===== config.mk =====
export PLATFORM = sky130hd
export DESIGN_NAME = jnp_top
export DESIGN_NICKNAME = d
export VERILOG_FILES = /design/src/rtl/jnp_pkg.sv /design/src/rtl/jnp_mem_if.sv /design/src/rtl/jnp_page_mem.sv /design/src/rtl/jnp_tap.sv /design/src/rtl/jnp_top.sv
export SDC_FILE = /design/constraint.sdc
export NUM_CORES = 1
export LEC_CHECK = 0
export ABC_CLOCK_PERIOD_IN_PS = 3600
export BUFFER_PORTS_ARGS = -buffer_cell sky130_fd_sc_hd__buf_2
export CAP_MARGIN = 20
export CORE_UTILIZATION = 40
export CTS_CLUSTER_DIAMETER = 100
export CTS_CLUSTER_SIZE = 14
export DETAILED_ROUTE_END_ITERATION = 8
export SLEW_MARGIN = 40
export SYNTH_ARGS = -nofsm -noshare
export SYNTH_HDL_FRONTEND = slang
export SYNTH_SLANG_ARGS = --single-unit
export TNS_END_PERCENT = 30

===== constraint.sdc =====
create_clock -name clk_sys_i -period 3.6 [get_ports clk_sys_i]
set_input_delay 0.18 -clock clk_sys_i [delete_from_list [all_inputs] [get_ports clk_sys_i]]
set_output_delay 0.18 -clock clk_sys_i [all_outputs]
set_load 0.05 [all_outputs]

===== src/rtl/jnp_pkg.sv =====
// Constants, codes and state type of the test-port programming engine
package jnp_pkg;
  // ----------------------------------------------------------------
  // TAP controller states
  // ----------------------------------------------------------------
  typedef enum logic [15:0] {
    TAP_TLR = 16'h0001, TAP_RTI = 16'h0002, TAP_SEL_DR = 16'h0004, TAP_CAP_DR = 16'h0008,
    TAP_SH_DR = 16'h0010, TAP_EX1_DR = 16'h0020, TAP_PA_DR = 16'h0040, TAP_EX2_DR = 16'h0080,
    TAP_UP_DR = 16'h0100, TAP_SEL_IR = 16'h0200, TAP_CAP_IR = 16'h0400, TAP_SH_IR = 16'h0800,
    TAP_EX1_IR = 16'h1000, TAP_PA_IR = 16'h2000, TAP_EX2_IR = 16'h4000, TAP_UP_IR = 16'h8000
  } jnp_tap_t;

  // ----------------------------------------------------------------
  // Instruction codes and register widths
  // ----------------------------------------------------------------
  localparam logic [3:0] INSTR_ENABLE = 4'h4;
  localparam logic [3:0] INSTR_CMD = 4'h5;
  localparam logic [3:0] INSTR_PLOAD = 4'h6;
  localparam logic [3:0] INSTR_PREAD = 4'h7;
  localparam logic [3:0] INSTR_RESET = 4'hC;
  localparam logic [3:0] INSTR_BYPASS = 4'hF;
  localparam logic [3:0] IR_CAPTURE = 4'h1;
  localparam int CMD_W = 15;
  localparam int EN_W = 16;
  localparam logic [15:0] UNLOCK_SIG = 16'hA370;
  localparam logic [15:0] EN_RESET = 16'h0000;

  // ----------------------------------------------------------------
  // Command prefixes (upper seven bits of the command word)
  // ----------------------------------------------------------------
  localparam logic [6:0] PFX_ADDR_LO = 7'h03;
  localparam logic [6:0] PFX_ADDR_HI = 7'h07;
  localparam logic [6:0] PFX_DATA_LO = 7'h13;
  localparam logic [6:0] PFX_DATA_HI = 7'h17;
  localparam logic [6:0] PFX_RD_LO = 7'h32;
  localparam logic [6:0] PFX_RD_HI = 7'h36;
  localparam logic [6:0] PFX_LATCH = 7'h77;
  localparam int STATUS_BIT = 9;

  // ----------------------------------------------------------------
  // Page buffer and timing
  // ----------------------------------------------------------------
  localparam int PAGE_AW = 6;
  localparam int PAGE_WORDS = 64;
  localparam int CLK_NS = 25;
  localparam int PL_WRITE_TCK = 11;
  localparam int RST_TO_NS0 = 100;
  localparam int RST_TO_NS1 = 1600;
  localparam int RST_TO_NS2 = 6400;
  localparam int RST_TO_NS3 = 25600;
  localparam logic [15:0] RST_TO_CYC0 = 16'((RST_TO_NS0 + CLK_NS - 1) / CLK_NS);
  localparam logic [15:0] RST_TO_CYC1 = 16'((RST_TO_NS1 + CLK_NS - 1) / CLK_NS);
  localparam logic [15:0] RST_TO_CYC2 = 16'((RST_TO_NS2 + CLK_NS - 1) / CLK_NS);
  localparam logic [15:0] RST_TO_CYC3 = 16'((RST_TO_NS3 + CLK_NS - 1) / CLK_NS);
endpackage : jnp_pkg


===== src/rtl/jnp_mem_if.sv =====
// Write and read port between the engine and its page buffer
`timescale 1ns/10ps
interface jnp_mem_if;
  logic we;
  logic [1:0] be;
  logic [5:0] addr;
  logic [15:0] wdata;
  logic [15:0] rdata;
  modport ctrl(output we, output be, output addr, output wdata, input rdata);
  modport store(input we, input be, input addr, input wdata, output rdata);
endinterface : jnp_mem_if


===== src/rtl/jnp_page_mem.sv =====
// Page buffer with byte lanes and registered read data
`timescale 1ns/10ps
module jnp_page_mem (
  input wire logic clk_sys_i,
  input wire logic resetn_i,
  jnp_mem_if.store mem
);
  import jnp_pkg::*;

  genvar g;
  for (g = 0; g < 2; g++) begin : g_lane
    logic [7:0] arr_r [PAGE_WORDS];
    logic [7:0] rd_r;
    // Array itself carries no reset, so it maps onto plain RAM
    always_ff @(posedge clk_sys_i) begin
      if (mem.we && mem.be[g]) begin
        arr_r[mem.addr] <= mem.wdata[8*g +: 8];
      end
    end
    always_ff @(posedge clk_sys_i or negedge resetn_i) begin
      if (!resetn_i) begin
        rd_r <= 8'h00;
      end else begin
        rd_r <= arr_r[mem.addr];
      end
    end
    assign mem.rdata[8*g +: 8] = rd_r;
  end
endmodule : jnp_page_mem


===== src/rtl/jnp_tap.sv =====
// TAP controller state machine stepped by sampled test clock edges
`timescale 1ns/10ps
module jnp_tap (
  input wire logic clk_sys_i,
  input wire logic resetn_i,
  input wire logic tck_rise_i,
  input wire logic tms_i,
  output jnp_pkg::jnp_tap_t state_o
);
  import jnp_pkg::*;

  jnp_tap_t state_r;
  jnp_tap_t state_nxt;

  always_comb begin
    state_nxt = state_r;
    if (tck_rise_i) begin
      case (state_r)
        TAP_TLR: state_nxt = tms_i ? TAP_TLR : TAP_RTI;
        TAP_RTI: state_nxt = tms_i ? TAP_SEL_DR : TAP_RTI;
        TAP_SEL_DR: state_nxt = tms_i ? TAP_SEL_IR : TAP_CAP_DR;
        TAP_CAP_DR: state_nxt = tms_i ? TAP_EX1_DR : TAP_SH_DR;
        TAP_SH_DR: state_nxt = tms_i ? TAP_EX1_DR : TAP_SH_DR;
        TAP_EX1_DR: state_nxt = tms_i ? TAP_UP_DR : TAP_PA_DR;
        TAP_PA_DR: state_nxt = tms_i ? TAP_EX2_DR : TAP_PA_DR;
        TAP_EX2_DR: state_nxt = tms_i ? TAP_UP_DR : TAP_SH_DR;
        TAP_UP_DR: state_nxt = tms_i ? TAP_SEL_DR : TAP_RTI;
        TAP_SEL_IR: state_nxt = tms_i ? TAP_TLR : TAP_CAP_IR;
        TAP_CAP_IR: state_nxt = tms_i ? TAP_EX1_IR : TAP_SH_IR;
        TAP_SH_IR: state_nxt = tms_i ? TAP_EX1_IR : TAP_SH_IR;
        TAP_EX1_IR: state_nxt = tms_i ? TAP_UP_IR : TAP_PA_IR;
        TAP_PA_IR: state_nxt = tms_i ? TAP_EX2_IR : TAP_PA_IR;
        TAP_EX2_IR: state_nxt = tms_i ? TAP_UP_IR : TAP_SH_IR;
        TAP_UP_IR: state_nxt = tms_i ? TAP_SEL_DR : TAP_RTI;
        default: state_nxt = TAP_TLR;
      endcase
    end
  end

  always_ff @(posedge clk_sys_i or negedge resetn_i) begin
    if (!resetn_i) begin
      state_r <= TAP_TLR;
    end else begin
      state_r <= state_nxt;
    end
  end

  assign state_o = state_r;
endmodule : jnp_tap


===== src/rtl/jnp_top.sv =====
// Test-port programming engine: data registers, command path, page access
//
// How it works
// - Command instruction 0x5 puts the 15-bit command register on the scan path.
// - Capture-DR under command loads the previous command's result.
// - Shift-DR under command shifts out result, shifts in next command.
// - Update-DR under command presents the new word to memory control.
// - Entering Run-Test/Idle under command gives exactly one execute clock.
// - Page-load 0x6 uses the command register's low byte as data byte.
// - Page-load Update-DR copies byte to holding register, written within 11 TCK.
// - Page-load updates alternate low then high byte, low first.
// - Page-load pre-increments word address before each low byte but the first.
// - Page-read 0x7 captures memory byte each Capture-DR, low byte first.
// - Page-read post-increments word address after every high byte.
// - A one in the reset register holds the part in reset at once.
// - After the reset bit clears, reset stays for a clock-option time-out.
// - Programming is enabled only when the 16-bit register equals the signature.
// - Enable register clears on power-on reset; programmer clears it on leaving.
// - Flash read returns low byte, then high byte on the following shift.
// - All scan registers shift least significant bit first.
// - Instruction 0xC selects the one-bit reset register, TAP left alone.
// - Enable instruction 0x4 compares the signature on Update-DR.
`timescale 1ns/10ps
module jnp_top (
  input wire logic clk_sys_i,
  input wire logic resetn_i,
  input wire logic tck_i,
  input wire logic tms_i,
  input wire logic tdi_i,
  input wire logic nvm_ready_i,
  input wire logic [1:0] cksel_i,
  output logic tdo_o,
  output logic tdo_oe_o,
  output logic part_reset_o,
  output logic prog_enabled_o,
  output logic [14:0] nvm_cmd_o,
  output logic nvm_exec_o
);
  import jnp_pkg::*;

  // ----------------------------------------------------------------
  // Pin synchronisers
  // ----------------------------------------------------------------
  logic tck_s1_r, tck_s2_r, tck_s3_r, tms_s1_r, tms_s2_r, tdi_s1_r, tdi_s2_r;
  logic tck_rise, tck_fall;

  always_ff @(posedge clk_sys_i or negedge resetn_i) begin
    if (!resetn_i) begin
      // Test clock idles high, so this value brings no false edge after release
      {tck_s1_r, tck_s2_r, tck_s3_r} <= 3'h7;
      {tms_s1_r, tms_s2_r, tdi_s1_r, tdi_s2_r} <= 4'hF;
    end else begin
      {tck_s1_r, tck_s2_r, tck_s3_r} <= {tck_i, tck_s1_r, tck_s2_r};
      {tms_s1_r, tms_s2_r} <= {tms_i, tms_s1_r};
      {tdi_s1_r, tdi_s2_r} <= {tdi_i, tdi_s1_r};
    end
  end

  // TMS and TDI share the clock's latency, so all three stay aligned
  assign tck_rise = tck_s2_r & ~tck_s3_r;
  assign tck_fall = ~tck_s2_r & tck_s3_r;

  jnp_tap_t tap_st;

  jnp_tap u_tap (
    .clk_sys_i(clk_sys_i),
    .resetn_i(resetn_i),
    .tck_rise_i(tck_rise),
    .tms_i(tms_s2_r),
    .state_o(tap_st)
  );

  jnp_mem_if mem_if ();

  jnp_page_mem u_mem (
    .clk_sys_i(clk_sys_i),
    .resetn_i(resetn_i),
    .mem(mem_if.store)
  );

  // ----------------------------------------------------------------
  // Decode helpers
  // ----------------------------------------------------------------
  function automatic logic [15:0] to_cycles(input logic [1:0] sel);
    case (sel)
      2'h0: to_cycles = RST_TO_CYC0;
      2'h1: to_cycles = RST_TO_CYC1;
      2'h2: to_cycles = RST_TO_CYC2;
      default: to_cycles = RST_TO_CYC3;
    endcase
  endfunction : to_cycles

  function automatic logic uses_cmd_reg(input logic [3:0] ir);
    uses_cmd_reg = (ir == INSTR_CMD) || (ir == INSTR_PLOAD) || (ir == INSTR_PREAD);
  endfunction : uses_cmd_reg

  // ----------------------------------------------------------------
  // Engine state
  // ----------------------------------------------------------------
  logic [3:0] ir_r, ir_nxt, ir_sh_r, ir_sh_nxt;
  logic [14:0] cmd_sh_r, cmd_sh_nxt, cmd_r, cmd_nxt, result_r, result_nxt;
  logic [15:0] en_sh_r, en_sh_nxt, word_addr_r, word_addr_nxt, to_cnt_r, to_cnt_nxt;
  logic [15:0] wr_data_r, wr_data_nxt;
  logic [7:0] data_lo_r, data_lo_nxt, data_hi_r, data_hi_nxt;
  logic [1:0] wr_be_r, wr_be_nxt;
  logic rst_sh_r, rst_sh_nxt, byp_r, byp_nxt, prog_mode_r, prog_mode_nxt;
  logic exec_r, exec_nxt, rti_seen_r, rti_seen_nxt, wr_pend_r, wr_pend_nxt;
  logic pl_hi_r, pl_hi_nxt, pl_first_r, pl_first_nxt, pr_hi_r, pr_hi_nxt;
  logic part_reset_r, part_reset_nxt, tdo_r, tdo_nxt, tdo_oe_r, tdo_oe_nxt;

  always_comb begin
    ir_nxt = ir_r;
    ir_sh_nxt = ir_sh_r;
    cmd_sh_nxt = cmd_sh_r;
    cmd_nxt = cmd_r;
    result_nxt = result_r;
    en_sh_nxt = en_sh_r;
    word_addr_nxt = word_addr_r;
    to_cnt_nxt = to_cnt_r;
    wr_data_nxt = wr_data_r;
    data_lo_nxt = data_lo_r;
    data_hi_nxt = data_hi_r;
    wr_be_nxt = wr_be_r;
    rst_sh_nxt = rst_sh_r;
    byp_nxt = byp_r;
    prog_mode_nxt = prog_mode_r;
    pl_hi_nxt = pl_hi_r;
    pl_first_nxt = pl_first_r;
    pr_hi_nxt = pr_hi_r;
    tdo_nxt = tdo_r;
    tdo_oe_nxt = tdo_oe_r;
    exec_nxt = 1'b0;
    wr_pend_nxt = 1'b0;
    rti_seen_nxt = (tap_st == TAP_RTI);
    if (tck_rise) begin
      case (tap_st)
        TAP_TLR: ir_nxt = INSTR_BYPASS;
        TAP_CAP_IR: ir_sh_nxt = IR_CAPTURE;
        TAP_SH_IR: ir_sh_nxt = {tdi_s2_r, ir_sh_r[3:1]};
        TAP_UP_IR: begin
          ir_nxt = ir_sh_r;
          pl_hi_nxt = 1'b0;
          pl_first_nxt = 1'b1;
          pr_hi_nxt = 1'b0;
        end
        TAP_CAP_DR: begin
          byp_nxt = 1'b0;
          if (ir_r == INSTR_CMD) begin
            cmd_sh_nxt = result_r;
            cmd_sh_nxt[STATUS_BIT] = nvm_ready_i;
          end else if (ir_r == INSTR_PREAD && prog_mode_r) begin
            cmd_sh_nxt[7:0] = pr_hi_r ? mem_if.rdata[15:8] : mem_if.rdata[7:0];
            pr_hi_nxt = ~pr_hi_r;
            if (pr_hi_r) begin
              word_addr_nxt = word_addr_r + 16'h0001;
            end
          end
        end
        TAP_SH_DR: begin
          case (ir_r)
            INSTR_RESET: rst_sh_nxt = tdi_s2_r;
            INSTR_ENABLE: en_sh_nxt = {tdi_s2_r, en_sh_r[15:1]};
            INSTR_CMD: cmd_sh_nxt = {tdi_s2_r, cmd_sh_r[14:1]};
            INSTR_PLOAD, INSTR_PREAD: cmd_sh_nxt[7:0] = {tdi_s2_r, cmd_sh_r[7:1]};
            default: byp_nxt = tdi_s2_r;
          endcase
        end
        TAP_UP_DR: begin
          case (ir_r)
            INSTR_ENABLE: prog_mode_nxt = (en_sh_r == UNLOCK_SIG);
            INSTR_CMD: begin
              if (prog_mode_r) begin
                cmd_nxt = cmd_sh_r;
              end
            end
            INSTR_PLOAD: begin
              if (prog_mode_r) begin
                wr_data_nxt = {cmd_sh_r[7:0], cmd_sh_r[7:0]};
                wr_be_nxt = pl_hi_r ? 2'b10 : 2'b01;
                wr_pend_nxt = 1'b1;
                pl_hi_nxt = ~pl_hi_r;
                pl_first_nxt = 1'b0;
                if (!pl_hi_r && !pl_first_r) begin
                  word_addr_nxt = word_addr_r + 16'h0001;
                end
              end
            end
            default: ;
          endcase
        end
        default: ;
      endcase
    end
    // TDO moves on the falling test clock so the programmer samples a settled bit
    if (tck_fall) begin
      tdo_oe_nxt = (tap_st == TAP_SH_DR) || (tap_st == TAP_SH_IR);
      if (tap_st == TAP_SH_IR) begin
        tdo_nxt = ir_sh_r[0];
      end else if (uses_cmd_reg(ir_r)) begin
        tdo_nxt = cmd_sh_r[0];
      end else if (ir_r == INSTR_ENABLE) begin
        tdo_nxt = en_sh_r[0];
      end else if (ir_r == INSTR_RESET) begin
        tdo_nxt = rst_sh_r;
      end else begin
        tdo_nxt = byp_r;
      end
    end
    if (tap_st == TAP_RTI && !rti_seen_r && ir_r == INSTR_CMD && prog_mode_r) begin
      exec_nxt = 1'b1;
    end
    // Execute the applied command in its single internal clock
    if (exec_r) begin
      case (cmd_r[14:8])
        PFX_ADDR_LO: word_addr_nxt[7:0] = cmd_r[7:0];
        PFX_ADDR_HI: word_addr_nxt[15:8] = cmd_r[7:0];
        PFX_DATA_LO: data_lo_nxt = cmd_r[7:0];
        PFX_DATA_HI: data_hi_nxt = cmd_r[7:0];
        PFX_RD_LO: result_nxt = {7'h00, mem_if.rdata[7:0]};
        PFX_RD_HI: result_nxt = {7'h00, mem_if.rdata[15:8]};
        PFX_LATCH: begin
          wr_data_nxt = {data_hi_r, data_lo_r};
          wr_be_nxt = 2'b11;
          wr_pend_nxt = 1'b1;
        end
        default: ;
      endcase
    end
    if (rst_sh_r && !rst_sh_nxt) begin
      to_cnt_nxt = to_cycles(cksel_i);
    end else if (to_cnt_r != 16'h0000) begin
      to_cnt_nxt = to_cnt_r - 16'h0001;
    end
    part_reset_nxt = rst_sh_nxt || (to_cnt_nxt != 16'h0000);
  end

  always_ff @(posedge clk_sys_i or negedge resetn_i) begin
    if (!resetn_i) begin
      ir_r <= INSTR_BYPASS;
      ir_sh_r <= 4'h0;
      {cmd_sh_r, cmd_r, result_r} <= {3{15'h0000}};
      en_sh_r <= EN_RESET;
      {word_addr_r, to_cnt_r, wr_data_r} <= {3{16'h0000}};
      {data_lo_r, data_hi_r} <= 16'h0000;
      wr_be_r <= 2'h0;
      {rst_sh_r, byp_r, prog_mode_r, exec_r, rti_seen_r, wr_pend_r} <= 6'h00;
      {pl_hi_r, pl_first_r, pr_hi_r} <= 3'h2;
      {part_reset_r, tdo_r, tdo_oe_r} <= 3'h0;
    end else begin
      ir_r <= ir_nxt;
      ir_sh_r <= ir_sh_nxt;
      {cmd_sh_r, cmd_r, result_r} <= {cmd_sh_nxt, cmd_nxt, result_nxt};
      en_sh_r <= en_sh_nxt;
      {word_addr_r, to_cnt_r, wr_data_r} <= {word_addr_nxt, to_cnt_nxt, wr_data_nxt};
      {data_lo_r, data_hi_r} <= {data_lo_nxt, data_hi_nxt};
      wr_be_r <= wr_be_nxt;
      {rst_sh_r, byp_r, prog_mode_r} <= {rst_sh_nxt, byp_nxt, prog_mode_nxt};
      {exec_r, rti_seen_r, wr_pend_r} <= {exec_nxt, rti_seen_nxt, wr_pend_nxt};
      {pl_hi_r, pl_first_r, pr_hi_r} <= {pl_hi_nxt, pl_first_nxt, pr_hi_nxt};
      {part_reset_r, tdo_r, tdo_oe_r} <= {part_reset_nxt, tdo_nxt, tdo_oe_nxt};
    end
  end

  // ----------------------------------------------------------------
  // Page buffer port and outputs
  // ----------------------------------------------------------------
  // Address wraps inside the page buffer; bits above the low six never reach the array
  assign mem_if.we = wr_pend_r;
  assign mem_if.be = wr_be_r;
  assign mem_if.addr = word_addr_r[PAGE_AW-1:0];
  assign mem_if.wdata = wr_data_r;

  assign tdo_o = tdo_r;
  assign tdo_oe_o = tdo_oe_r;
  assign part_reset_o = part_reset_r;
  assign prog_enabled_o = prog_mode_r;
  assign nvm_cmd_o = cmd_r;
  assign nvm_exec_o = exec_r;
endmodule : jnp_top


Word-level counts from Yosys, hierarchy flattened. Memories as Yosys holds them, arrays and structs flattened. A register that Yosys moved wholly into a read port is not among the register bits. Cells that the tools add are included.

Add/subtract/negate cells: 2. $mul: 0. Divide/modulo/power cells: 0. Magnitude comparators: 0. Equal/unequal tests: 40. Shifts and indexed selects: 0. Mux-type cells: 79. Bitwise operators: 6. Reductions and logical operators: 45.

Operator list (number): 16-bit two-way mux (18); 16-bit one-hot mux with 12 select lines (1); 15-bit one-hot mux with 2 select lines (2); 8-bit two-way mux (6); 11-bit one-hot mux with 3 select lines (1); 16-bit == test, second input constant (2); 16-bit one-hot mux with 2 select lines (1); 16-bit nonzero test (2); 1-bit two-way mux (25); 4-bit AND reduction (5); 9-bit two-way mux (2); 16-bit by 1-bit adder with 16-bit output, second input constant (1); 16-bit by 1-bit == test with 1-bit output, second input constant (1); 16-bit by 10-bit == test with 1-bit output, second input constant (1); 16-bit by 11-bit == test with 1-bit output, second input constant (1); 16-bit by 12-bit == test with 1-bit output, second input constant (1); 16-bit by 13-bit == test with 1-bit output, second input constant (1); 16-bit by 14-bit == test with 1-bit output, second input constant (1); 16-bit by 15-bit == test with 1-bit output, second input constant (1); 16-bit by 2-bit == test with 1-bit output, second input constant (1); 16-bit by 3-bit == test with 1-bit output, second input constant (1); 16-bit by 4-bit == test with 1-bit output, second input constant (1); 16-bit by 5-bit == test with 1-bit output, second input constant (1); 16-bit by 6-bit == test with 1-bit output, second input constant (1); other kinds (40) (94).

Register bits after elaboration: 170. Latch bits: 0. RAM bits: 1024. ROM bits: 0. Output and inout port bits: 20. Word-level logic and storage cells: 207. Memories: 2.

Memories: u_mem.g_lane[0].arr_r (words 64, bits a word 8, read ports 1, clocked after memory_dff 1, write ports 1, line jnp_page_mem.sv:12) `logic [7:0] arr_r [PAGE_WORDS];`; u_mem.g_lane[1].arr_r (words 64, bits a word 8, read ports 1, clocked after memory_dff 1, write ports 1, line jnp_page_mem.sv:12).

Longest topological paths before layout. Gate-level depths: netlist of run 1.

Depth in word-level cells: 9. Gate-level depth with buffers: 10.

By module. Synthesis of run 1 repeated with hierarchy kept, for this count alone.

Cell total of the unflattened synthesis: 3077. Area, all modules: 47614.4 um^2.

By module, submodules not included: jnp_page_mem (instances 1, cells each 2329, area an instance 39785.7 um^2, seq. area each 31149.9 um^2); jnp_top (instances 1, cells each 623, area an instance 6716.4 um^2, seq. area each 3443.3 um^2); jnp_tap (instances 1, cells each 125, area an instance 1112.3 um^2, seq. area each 401.6 um^2).

Worst setup path after synthesis of run 1. Ideal clock, no wire load.

Path type: reg2reg. Start: register u_tap.state_r[13], in the netlist u_tap.state_o[13]. End: register cmd_r[10], in the netlist nvm_cmd_o[10]. Arrival time: 2.833 ns. Slack: 0.643 ns. Cell stages (with the launch flop): 7. Path buffers: 1. Cell sequence: dfrtp_1 -> or3_4 -> or4b_4 -> or4_4 -> nor3_2 -> buf_2 -> mux2_2.

Cells in the longest elaborated chain, start to end: 2.

Ends and longest elaborated chain: start: declaration (line jnp_tap.sv:12) `jnp_tap_t state_r;`; start signal: assignment (line jnp_tap.sv:44) `state_r <= state_nxt;`; 16-bit by 9-bit == test with 1-bit output (line jnp_top.sv:136) `case (tap_st)`; 4-bit AND reduction (no source line); end signal: assignment (line jnp_top.sv:241) `{cmd_sh_r, cmd_r, result_r} <= {3{15'h0000}};`; end signal: assignment (line jnp_top.sv:252) `{cmd_sh_r, cmd_r, result_r} <= {cmd_sh_nxt, cmd_nxt, result_nxt};`; end: declaration (line jnp_top.sv:101) `logic [14:0] cmd_sh_r, cmd_sh_nxt, cmd_r, cmd_nxt, result_r, result_nxt;`.

Every way passes these cells. A chain may end at the register's enable or synchronous reset.

Worst setup path in the final report of run 1.
Start: register u_tap.state_r[13], in the netlist u_tap.state_o[13]. End: register word_addr_r[3].

Cells in the longest elaborated chain, start to end: 5. Elaborated cells on any way between the ends: 6. Those cells by class: 2 x eq/ne; 4 x mux.

Ends and longest elaborated chain: 16-bit by 9-bit == test with 1-bit output / 16-bit by 4-bit == test with 1-bit output (equally long branches) (line jnp_top.sv:136); 16-bit one-hot mux with 2 select lines * (line jnp_top.sv:136); 16-bit two-way mux * (line jnp_top.sv:135) `if (tck_rise) begin`; 8-bit two-way mux (line jnp_top.sv:214) `case (cmd_r[14:8])`; 16-bit two-way mux * (line jnp_top.sv:213) `if (exec_r) begin`; named net word_addr_nxt[3] (line jnp_top.sv:102) `logic [15:0] en_sh_r, en_sh_nxt, word_addr_r, word_addr_nxt, to_cnt_r, to_cnt_nxt;`; end signal: assignment (line jnp_top.sv:243) `{word_addr_r, to_cnt_r, wr_data_r} <= {3{16'h0000}};`; end signal: assignment (line jnp_top.sv:254) `{word_addr_r, to_cnt_r, wr_data_r} <= {word_addr_nxt, to_cnt_nxt, wr_data_nxt};`; end: declaration (line jnp_top.sv:102).

The timed path passes the listed nets; every way through them passes the cells marked *.

==> impl_metrics.env, run 1 <==
export IMPL_status="completed"
export IMPL_wl_met1_um=50360
export IMPL_cp_num_buf_inv=0
export IMPL_path_max_fanout=8
export IMPL_initialDrtViolationCount=3227
export IMPL_ys_types=67
export IMPL_via_count=27177
export IMPL_placed_cell_area_sq_mm=0.04864
export IMPL_die_area_sq_mm=0.1140
export IMPL_top_layer="met5"
export IMPL_synth_area_sq_mm=0.04508
export IMPL_fmax_mhz=298.8
export IMPL_setup_tns_ns=0
export IMPL_diodes=0
export IMPL_wire_per_inst_um=27.31
export IMPL_cts_root_buf="clkbuf_16"
export IMPL_ys_flop_type="edfxtp_1"
export IMPL_critPathTopFamily="simple AND/OR/NAND/NOR gates"
export IMPL_cts_buffers=95
export IMPL_synth_async_reset_ratio=0.1417
export IMPL_synth_seq_cells=1193
export IMPL_cts_sinks=1193
export IMPL_grtUsageTotal=0.2161
export IMPL_syn_nets=2778
export IMPL_die_y_um=337.7
export IMPL_critPathMaxStageDelay_ns=0.64
export IMPL_worst_pin_slew_ns=0.8871
export IMPL_synth_avg_cell_area_sq_um=16.29
export IMPL_crit_slowest_cell="o2bb2ai_1"
export IMPL_fp_dieW_um=337.7
export IMPL_cap_violations=0
export IMPL_period_share=0.9295
export IMPL_clk_latency_ns=0.67
export IMPL_fin_area_sq_mm=0.05147
export IMPL_drv_slew=0
export IMPL_synth_area_leader_cell="edfxtp_1"
export IMPL_end_kind="flop"
export IMPL_holdBufCountCts=8
export IMPL_crit_chain="or3_4 > or4b_4 > or4_4 > o2bb2ai_1 > nand2_1 > o211ai_1"
export IMPL_cp_required_ns=4.13
export IMPL_criticalPathCategory="reg2reg"
export IMPL_initial_core_util=0.4057
export IMPL_grt_pass1_wl_um=180900
export IMPL_synth_top_cell_area_share=0.6821
export IMPL_crit_arrival_ns=3.87
export IMPL_start_kind="flop"
export IMPL_synthTopCellsByArea="edfxtp_1, dfrtp_1, a22oi_1"
export IMPL_synth_edf_count=1024
export IMPL_leakagePower_nw=15.22
export IMPL_cts_resized_gates=0
export IMPL_min_period_ns=3.346
export IMPL_drc=0
export IMPL_viasPerCell=6.001
export IMPL_antenna_left=0
export IMPL_first_pass_iters=5
export IMPL_syn_inst=2767
export IMPL_gp_congestion=0.8484
export IMPL_fp_coreArea_sq_mm=0.1111
export IMPL_grt_pass1_vias=26742
export IMPL_htree_levels=3
export IMPL_grt_max_degree=92
export IMPL_clk_pin_slew_worst_paths_ns=0.07
export IMPL_ir_drop_mv=0.3252
export IMPL_power_density_mw_per_mm2=482.5
export IMPL_clock_skew_ns=0.03047
export IMPL_num_rows=122
export IMPL_min_path_type="in2async"
export IMPL_met3_length_um=11640
export IMPL_ys_seq_area_frac=0.7763
export IMPL_syn2layout_area_growth_pct=14.17
export IMPL_drive_above_1_share=0.1644
export IMPL_finalHoldViolCount=0
export IMPL_grt_overflow=0
export IMPL_rsz0062_at_grt="no"
export IMPL_nets=2983
export IMPL_antenna_found_initial=2
export IMPL_portBuffers=27
export IMPL_cts_buffer_depth=3
export IMPL_cts_tree="done"
export IMPL_place_hpwl_um=76960
export IMPL_setup_viol_count_final=0
export IMPL_finalWirelength_um=123700
export IMPL_ioPinCount=28
export IMPL_yosys_warnings=0
export IMPL_slew_headroom=0.4032
export IMPL_cts_setup_buffers=0
export IMPL_wl_met2_um=58390
## synthesized netlist by cell type (all sizes together), types with 3 or more instances
master	number
or3b	3
dfrtp	156
nor4	28
nand4b	8
nand2b	11
a21oi	44
a211oi	5
inv	10
a22oi	264
nand4	39
o22ai	9
a31oi	85
and3b	3
dfstp	13
nor3b	9
o21ai	66
or2	4
o31ai	8
nor2b	8
nor2	176
xor2	8
nor4b	4
a221oi	112
nand2	127
a21o	3
nand3	43
a222oi	16
o22a	5
nor3	27
and4b	3
and3	5
clkbuf	124
buf	55
mux2	56
o211ai	8
edfxtp	1024
a22o	112
xnor2	7
mux2i	33
or4	14
ha	3
## per-layer routing
layer | up-vias | GRT usage
li1 | 11635 | -
met1 | 13933 | 0.2998
met2 | 1421 | 0.3433
met3 | 182 | 0.04296
met4 | 6 | 0.06460
met5 | - | 0.006383
## path summary, 6_finish.rpt
kind	startpoint	end	cells past startpoint	slack [ns]
min in group clk_sys_i	tdi_i	tdi_s1_r	2	0.16
max in group asynchronous	resetn_i	u_mem.g_lane[0].rd_r[7]	3	2.31
max reg2reg	u_tap.state_o[13]	word_addr_r[3]	6	0.25
max	u_tap.state_o[13]	word_addr_r[3]	6	0.25
min reg2reg	tms_s1_r	tms_s2_r	0	0.36
min	resetn_i	en_sh_r[8]	2	0.11
## sequential cells by signal (all words and copies together) (netlist names), 8 cells and up
signal	flops
data_lo_r	8
data_hi_r	8
nvm_cmd_o	15
result_r	8
cmd_sh_r	15
en_sh_r	16
u_mem.g_lane.arr_r	1024
to_cnt_r	16
u_tap.state_o	16
u_mem.g_lane.rd_r	16
mem_if.wdata	16
## metrics by stage
| step | power, W | setup slack [ns] | hold WS, ns | util | std cells |
|---|---|---|---|---|---|
| floorplan | 0.01533 | 0.6427 | -0.1156 | - | 2767 |
| global placement | 0.01541 | 0.4344 | 0.2864 | 0.4367 | 4350 |
| detailed placement | 0.01542 | 0.3682 | 0.2861 | 0.4377 | 4355 |
| CTS | 0.02499 | 0.3525 | 0.1170 | 0.4630 | 4529 |
| global route | 0.02547 | 0.2171 | 0.1741 | 0.4631 | 4529 |
| finish | 0.02483 | 0.2537 | 0.1141 | 0.4631 | 4529 |
## layout by cell type (no fill, tap or decap), types with 9 or more instances in the layout
cell          n
a31oi_1      85
a21oi_1      44
or4_1        13
buf_2        28
dfrtp_4      11
nor4_1       26
mux2i_1      33
o21ai_0      51
nand3_1      43
clkbuf_16    98
o21ai_1      15
nand4_1      38
a22o_1      112
o22ai_1       9
buf_4       230
buf_12       17
edfxtp_1   1024
nor2_1      167
a222oi_1     16
nand2b_1     11
dfstp_2      13
clkbuf_1     62
mux2_2       54
inv_1        10
dfrtp_1     140
nand2_1     127
a221oi_1    112
a22oi_1     264
nor3_1       25
## power by group
part           leakage [nW]  switching, W  internal [W]
Clock                  1.31       0.00463       0.00506
Combinational          4.70      0.000151     0.0000947
Sequential             9.22     0.0000532        0.0148
## layout make-up
cell class              instances  area (sq um)
flip-flops and latches       1193         35040
well taps                    1488          1862
multi-input cells            1385          9419
clock inverters                 6         51.30
repair buffers                287          2371
clock buffers                 160          2685
fillers                      9521         59660
inverters                      10         37.54
## worst reg2reg max path, cell delays in order (launching register included)
cell	delay, ns
dfrtp_1	0.46
or3_4	0.45
or4b_4	0.54
or4_4	0.53
o2bb2ai_1	0.64
nand2_1	0.21
o211ai_1	0.39
## logic make-up after synthesis
family,count (synthesis),share of synthesized area
xor+xnor,15,0.002914
compound gates,755,0.1250
simple gates,523,0.05729
buf+inv,189,0.01635
mux,89,0.02132
fa+ha+maj,3,0.0008328
flops,1193,0.7763
No activity file was read; power rests on OpenSTA's default activity.
==> inputs of run 2 (changes only) <==
--- a/config.mk
+++ b/config.mk
@@ -8,10 +8,13 @@
 export ABC_CLOCK_PERIOD_IN_PS = 3600
 export BUFFER_PORTS_ARGS = -buffer_cell sky130_fd_sc_hd__buf_2
 export CAP_MARGIN = 20
+export CELL_PAD_IN_SITES_DETAIL_PLACEMENT = 1
+export CELL_PAD_IN_SITES_GLOBAL_PLACEMENT = 1
 export CORE_UTILIZATION = 40
 export CTS_CLUSTER_DIAMETER = 100
 export CTS_CLUSTER_SIZE = 14
 export DETAILED_ROUTE_END_ITERATION = 8
+export PLACE_DENSITY_LB_ADDON = 0.1
 export SLEW_MARGIN = 40
 export SYNTH_ARGS = -nofsm -noshare
 export SYNTH_HDL_FRONTEND = slang
==> run 2 against run 1 <==
Power is 0.63% higher. Sequential power hardly changed. First-iteration DRC count is 21% lower. Utilization is 0.15 points higher. Largest cell class unchanged.
==> impl_metrics.env, run 2 (same netlist as run 1, synthesis figures left out) <==
export IMPL_clk_pin_slew_worst_paths_ns=0.07
export IMPL_status="completed"
export IMPL_final_common_cell="edfxtp_1"
export IMPL_viasPerCell=5.970
export IMPL_utilization=0.4646
export IMPL_ioPinCount=28
export IMPL_via_count=27259
export IMPL_placed_cell_area_sq_mm=0.04882
export IMPL_cap_violations=0
export IMPL_grtUsageTotal=0.2425
export IMPL_drive_above_1_share=0.1689
export IMPL_final_cell_mix="edfxtp_1, a22oi_1, buf_4"
export IMPL_setup_viol_count_final=0
export IMPL_setup_tns_ns=0
export IMPL_power_density_mw_per_mm2=483.9
export IMPL_grt_pass1_wl_um=200100
export IMPL_syn2layout_area_growth_pct=14.54
export IMPL_cts_root_buf="clkbuf_16"
export IMPL_internal_power_w=0.01996
export IMPL_switching_share=0.2012
export IMPL_reg2reg_to="to_cnt_r[10]"
export IMPL_nets=3010
export IMPL_antenna_found_initial=0
export IMPL_fin_total_pwr_w=0.02499
export IMPL_die_area_sq_mm=0.1140
export IMPL_r2r_start="u_tap.state_o[15]"
export IMPL_fmax_mhz=306.3
export IMPL_fin_area_sq_mm=0.05163
export IMPL_end_kind="flop"
export IMPL_finalWirelength_um=138100
export IMPL_seqPwrFrac=0.596
export IMPL_grt_overflow=0
export IMPL_finalHoldViolCount=0
export IMPL_portBuffers=27
export IMPL_p_clk_frac=0.394
export IMPL_critPathLaunch="u_tap.state_o[15]"
export IMPL_p_sw_w=0.005028
export IMPL_num_rows=122
export IMPL_diodes=0
export IMPL_first_pass_iters=6
export IMPL_seqCellArea_sq_mm=0.03504
export IMPL_rsz0062_at_grt="no"
export IMPL_clk_latency_ns=0.69
export IMPL_initialDrtViolationCount=2561
export IMPL_htree_levels=3
export IMPL_dpl_worst_slack_ns=0.3319
export IMPL_grt_pass1_vias=27990
export IMPL_fp_coreArea_sq_mm=0.1111
export IMPL_place_hpwl_um=88000
export IMPL_cts_sinks=1193
export IMPL_regMostFlops="u_mem.g_lane.arr_r"
export IMPL_criticalPathCategory="reg2reg"
export IMPL_crit_arrival_ns=3.85
export IMPL_gp_congestion=0.8219
export IMPL_cts_buffer_depth=3
export IMPL_period_share=0.9069
export IMPL_cp_required_ns=4.19
export IMPL_wire_per_inst_um=30.24
export IMPL_fillCellCount=10704
export IMPL_worstSetupEndpoint="to_cnt_r[10]"
export IMPL_leakagePower_nw=15.34
export IMPL_clock_skew_ns=0.02394
export IMPL_regToRegSetupSlack_ns=0.34
export IMPL_min_period_ns=3.265
export IMPL_fp_dieW_um=337.7
export IMPL_cts_setup_buffers=0
export IMPL_rr_worst_depth=8
export IMPL_ir_drop_mv=0.3202
export IMPL_start_kind="flop"
export IMPL_multi_input_area_sq_mm=0.009408
export IMPL_min_path_type="in2async"
export IMPL_drv_slew=0
export IMPL_worst_pin_slew_ns=0.9043
export IMPL_largest_reg_flops=1024
export IMPL_initial_core_util=0.4057
export IMPL_cts_buffers=95
export IMPL_cts_tree="done"
export IMPL_slew_headroom=0.3943
export IMPL_fin_ws_ns=0.3352
export IMPL_power_frac_comb=0.010
export IMPL_grt_max_degree=78
export IMPL_antenna_left=0
export IMPL_die_y_um=337.7
export IMPL_path_max_fanout=21
export IMPL_drc=0
run 2: cell count changes in the layout (fill, tap and decap cells not counted), moves of 2 or more:
cell | previous run | this run
nor2_2 | 8 | 1
clkbuf_16 | 98 | 96
buf_16 | 2 | 0
clkbuf_1 | 62 | 74
inv_6 | 2 | 4
nor2_1 | 167 | 174
buf_4 | 230 | 259
buf_12 | 17 | 19
run 2: per-stage QoR:
| stage | hold slack [ns] | std cells |
|---|---|---|
| finish | 0.08243 | 4566 |
| global route | 0.1284 | 4566 |
| CTS | 0.07039 | 4566 |
| detailed placement | 0.2375 | 4382 |
| global placement | 0.2278 | 4381 |
| floorplan | -0.1156 | 2767 |
run 2: how the worst min path moves through the flow:
| stage | startpoint | end | slack, ns | cells past startpoint |
|---|---|---|---|---|
| 2_1_floorplan | resetn_i | byp_r | -0.12 | 0 |
| 3_3_place_gp | resetn_i | en_sh_r[8] | 0.23 | 1 |
| 3_5_place_dp | resetn_i | en_sh_r[8] | 0.24 | 1 |
| 4_1_cts | resetn_i | tdo_oe_o | 0.07 | 2 |
| 5_1_grt | resetn_i | ir_sh_r[2] | 0.13 | 2 |
| 6_report | resetn_i | u_tap.state_o[1] | 0.08 | 2 |
run 2: final cells by class:
type | instances | area share
sequential | 1193 | 0.6786
multi-input combinational | 1385 | 0.1822
clock buffer | 170 | 0.05190
timing repair buffer | 314 | 0.04941
tap | 1488 | 0.03606
clock inverter | 6 | 0.001090
inverter | 10 | 0.0007270
run 2: repair_timing:
item,in CTS,in global routing
hold buffers,8,0
resized for setup,0,0
endpoints found under the hold margin,70,0
endpoints found under the setup margin,0,0
run 2: worst max-delay path, cell delays in order, from the launching register on:
cell,delay [ns]
dfrtp_1,0.51
or4_1,0.63
nand4bb_1,0.26
nor3_1,0.50
and4b_1,0.27
buf_4,0.25
nand3_1,0.11
dlygate4sd3_1,0.56
o21ai_0,0.08
run 2: power groups by stage:
stage,registers (W),clock network (W),logic (W)
finish,0.0149,0.00984,0.000253
CTS,0.0149,0.0101,0.000257
detailed placement,0.0152,0,0.000250
floorplan,0.0152,0,0.000177
global route,0.0149,0.0105,0.000282
global placement,0.0152,0,0.000241
run 2: routing by layer:
metal,wire [um],track usage
met5,0,0
met2,66850,0.3976
met3,7419,0.02971
met4,2127,0.05208
met1,61680,0.3466
==> inputs of run 3 (changes only) <==
--- a/config.mk
+++ b/config.mk
@@ -5,7 +5,7 @@
 export SDC_FILE = /design/constraint.sdc
 export NUM_CORES = 1
 export LEC_CHECK = 0
-export ABC_CLOCK_PERIOD_IN_PS = 3600
+export ABC_CLOCK_PERIOD_IN_PS = 3300
 export BUFFER_PORTS_ARGS = -buffer_cell sky130_fd_sc_hd__buf_2
 export CAP_MARGIN = 20
 export CELL_PAD_IN_SITES_DETAIL_PLACEMENT = 1
@@ -14,7 +14,7 @@
 export CTS_CLUSTER_DIAMETER = 100
 export CTS_CLUSTER_SIZE = 14
 export DETAILED_ROUTE_END_ITERATION = 8
-export PLACE_DENSITY_LB_ADDON = 0.1
+export PLACE_DENSITY = 0.66
 export SLEW_MARGIN = 40
 export SYNTH_ARGS = -nofsm -noshare
 export SYNTH_HDL_FRONTEND = slang
==> constraint.sdc (replaced) <==
create_clock -name clk_sys_i -period 3.3 [get_ports clk_sys_i]
set_input_delay 0.165 -clock clk_sys_i [delete_from_list [all_inputs] [get_ports clk_sys_i]]
set_output_delay 0.165 -clock clk_sys_i [all_outputs]
set_load 0.05 [all_outputs]
==> run 3 against run 2 <==
Critical path type unchanged. Highest routed layer unchanged. Hold slack improved by 0.046 ns. Worst setup slack got worse by 0.23 ns. Utilization rose by 0.42 points. Clock power rose by 11%. Global-route usage fell by 0.94 points. First-iteration DRC count rose by 6.6%.
==> impl_metrics.env, run 3 (same netlist as run 1, synthesis figures left out) <==
export IMPL_cts_buffer_depth=3
export IMPL_power_density_mw_per_mm2=526.9
export IMPL_final_common_cell="edfxtp_1"
export IMPL_ir_drop_mv=0.3454
export IMPL_grt_overflow=0
export IMPL_viasPerCell=6.032
export IMPL_path_max_fanout=27
export IMPL_criticalPathCategory="reg2reg"
export IMPL_finalHoldViolCount=0
export IMPL_placed_cell_area_sq_mm=0.04912
export IMPL_clock_skew_ns=0.03325
export IMPL_grt_max_degree=76
export IMPL_diodes=0
export IMPL_grtUsageTotal=0.2331
export IMPL_critPathTopFamily="simple AND/OR/NAND/NOR gates"
export IMPL_portBuffers=27
export IMPL_r2r_start="word_addr_r[0]"
export IMPL_leakagePower_nw=15.62
export IMPL_crit_arrival_ns=3.71
export IMPL_worst_hold_slack_ns=0.1283
export IMPL_clk_pin_slew_worst_paths_ns=0.07
export IMPL_htree_levels=3
export IMPL_place_hpwl_um=85170
export IMPL_min_period_ns=3.191
export IMPL_clk_latency_ns=0.69
export IMPL_cts_sinks=1193
export IMPL_initial_core_util=0.4057
export IMPL_regMostFlops="u_mem.g_lane.arr_r"
export IMPL_antenna_left=0
export IMPL_worstSetupEndpoint="u_mem.g_lane[1].rd_r[2]"
export IMPL_ioPinCount=28
export IMPL_drc=0
export IMPL_rsz0062_at_grt="no"
export IMPL_nets=3047
export IMPL_fmax_mhz=313.4
export IMPL_final_cell_mix="edfxtp_1, buf_4, a22oi_1"
export IMPL_reg2reg_to="u_mem.g_lane[1].rd_r[2]"
export IMPL_crit_chain="and3b_4 > buf_12 > buf_4 > a22o_1 > a221oi_1 > a31oi_1 > nor4_1 > nand3_1"
export IMPL_largest_reg_flops=1024
export IMPL_crit_slowest_cell="nor4_1"
export IMPL_fp_dieW_um=337.7
export IMPL_regToRegSetupSlack_ns=0.11
export IMPL_die_area_sq_mm=0.1140
export IMPL_die_y_um=337.7
export IMPL_cts_setup_buffers=0
export IMPL_syn2layout_area_growth_pct=15.58
export IMPL_worst_pin_slew_ns=0.8388
export IMPL_via_count=27721
export IMPL_end_kind="flop"
export IMPL_fin_area_sq_mm=0.05210
export IMPL_slew_headroom=0.4383
export IMPL_status="completed"
export IMPL_drv_slew=0
export IMPL_cp_num_buf_inv=2
export IMPL_first_pass_iters=5
export IMPL_cp_depth=8
export IMPL_cts_tree="done"
export IMPL_grt_pass1_vias=28494
export IMPL_critPathMaxStageDelay_ns=0.68
export IMPL_wire_per_inst_um=29.07
export IMPL_finalWirelength_um=133600
export IMPL_cap_violations=0
export IMPL_grt_pass1_wl_um=195000
export IMPL_setup_viol_count_final=0
export IMPL_antenna_found_initial=0
export IMPL_fp_coreArea_sq_mm=0.1111
export IMPL_num_rows=122
export IMPL_min_path_type="in2reg"
export IMPL_setup_tns_ns=0
export IMPL_critPathLaunch="word_addr_r[0]"
export IMPL_cts_root_buf="clkbuf_16"
export IMPL_cts_buffers=96
export IMPL_drive_above_1_share=0.1799
export IMPL_initialDrtViolationCount=2729
export IMPL_start_kind="flop"
export IMPL_period_share=0.9669
export IMPL_rr_worst_depth=8
export IMPL_cp_required_ns=3.82
export IMPL_gp_congestion=0.8410
[run 3: cell types whose count changed in the layout (fill, tap and decap cells not counted), moves of 2 or more]
cell,change
buf_12,+5
buf_16,+2
buf_4,+28
clkbuf_1,-9
clkbuf_16,+5
inv_6,-2
nor2_1,-2
nor2_2,+2
[run 3: report_power, final]
part	leakage [nW]	internal, W	switching (W)
Combinational	5.05	0.000108	0.000180
Sequential	9.22	0.0162	0.0000572
Clock	1.35	0.00569	0.00522
[run 3: final cells by class]
cell class,count,area (sq um)
sequential,1193,35040
clock inverter,4,48.80
timing repair buffer,350,2927
fill,10707,59030
multi-input combinational,1385,9415
inverter,10,37.54
tap,1488,1862
clock buffer,166,2771
[run 3: what timing repair did]
action,in CTS,in global routing
gates resized for setup,0,1
hold buffers,8,1
endpoints found under the hold margin,81,12
endpoints found under the setup margin,0,1
[run 3: through the flow]
stage          utilization  setup WS [ns]  power (W)  std cells
4_1_cts             0.4681         0.1449    0.02761       4593
3_3_place_gp        0.4418         0.2455    0.01682       4414
5_1_grt             0.4688       0.006693    0.02810       4596
6_report            0.4688         0.1093    0.02745       4596
3_5_place_dp        0.4420         0.1663    0.01684       4415
2_1_floorplan            -         0.3427    0.01673       2767
[run 3: worst min-delay path by stage]
stage              from          to  cells past startpoint
2_1_floorplan  resetn_i       byp_r                      0
3_3_place_gp   resetn_i  en_sh_r[5]                      1
3_5_place_dp   resetn_i  en_sh_r[5]                      1
4_1_cts        resetn_i  en_sh_r[1]                      2
5_1_grt           tck_i    tck_s1_r                      2
6_report          tdi_i    tdi_s1_r                      2
[run 3: metal layers]
| layer | track usage | vias to the layer above | part of all wire |
|---|---|---|---|
| li1 | - | 11770 | - |
| met1 | 0.3202 | 14619 | 0.42 |
| met2 | 0.3848 | 1147 | 0.49 |
| met3 | 0.03080 | 185 | 0.068 |
| met4 | 0.07307 | 0 | 0.028 |
| met5 | 0 | - | 0 |
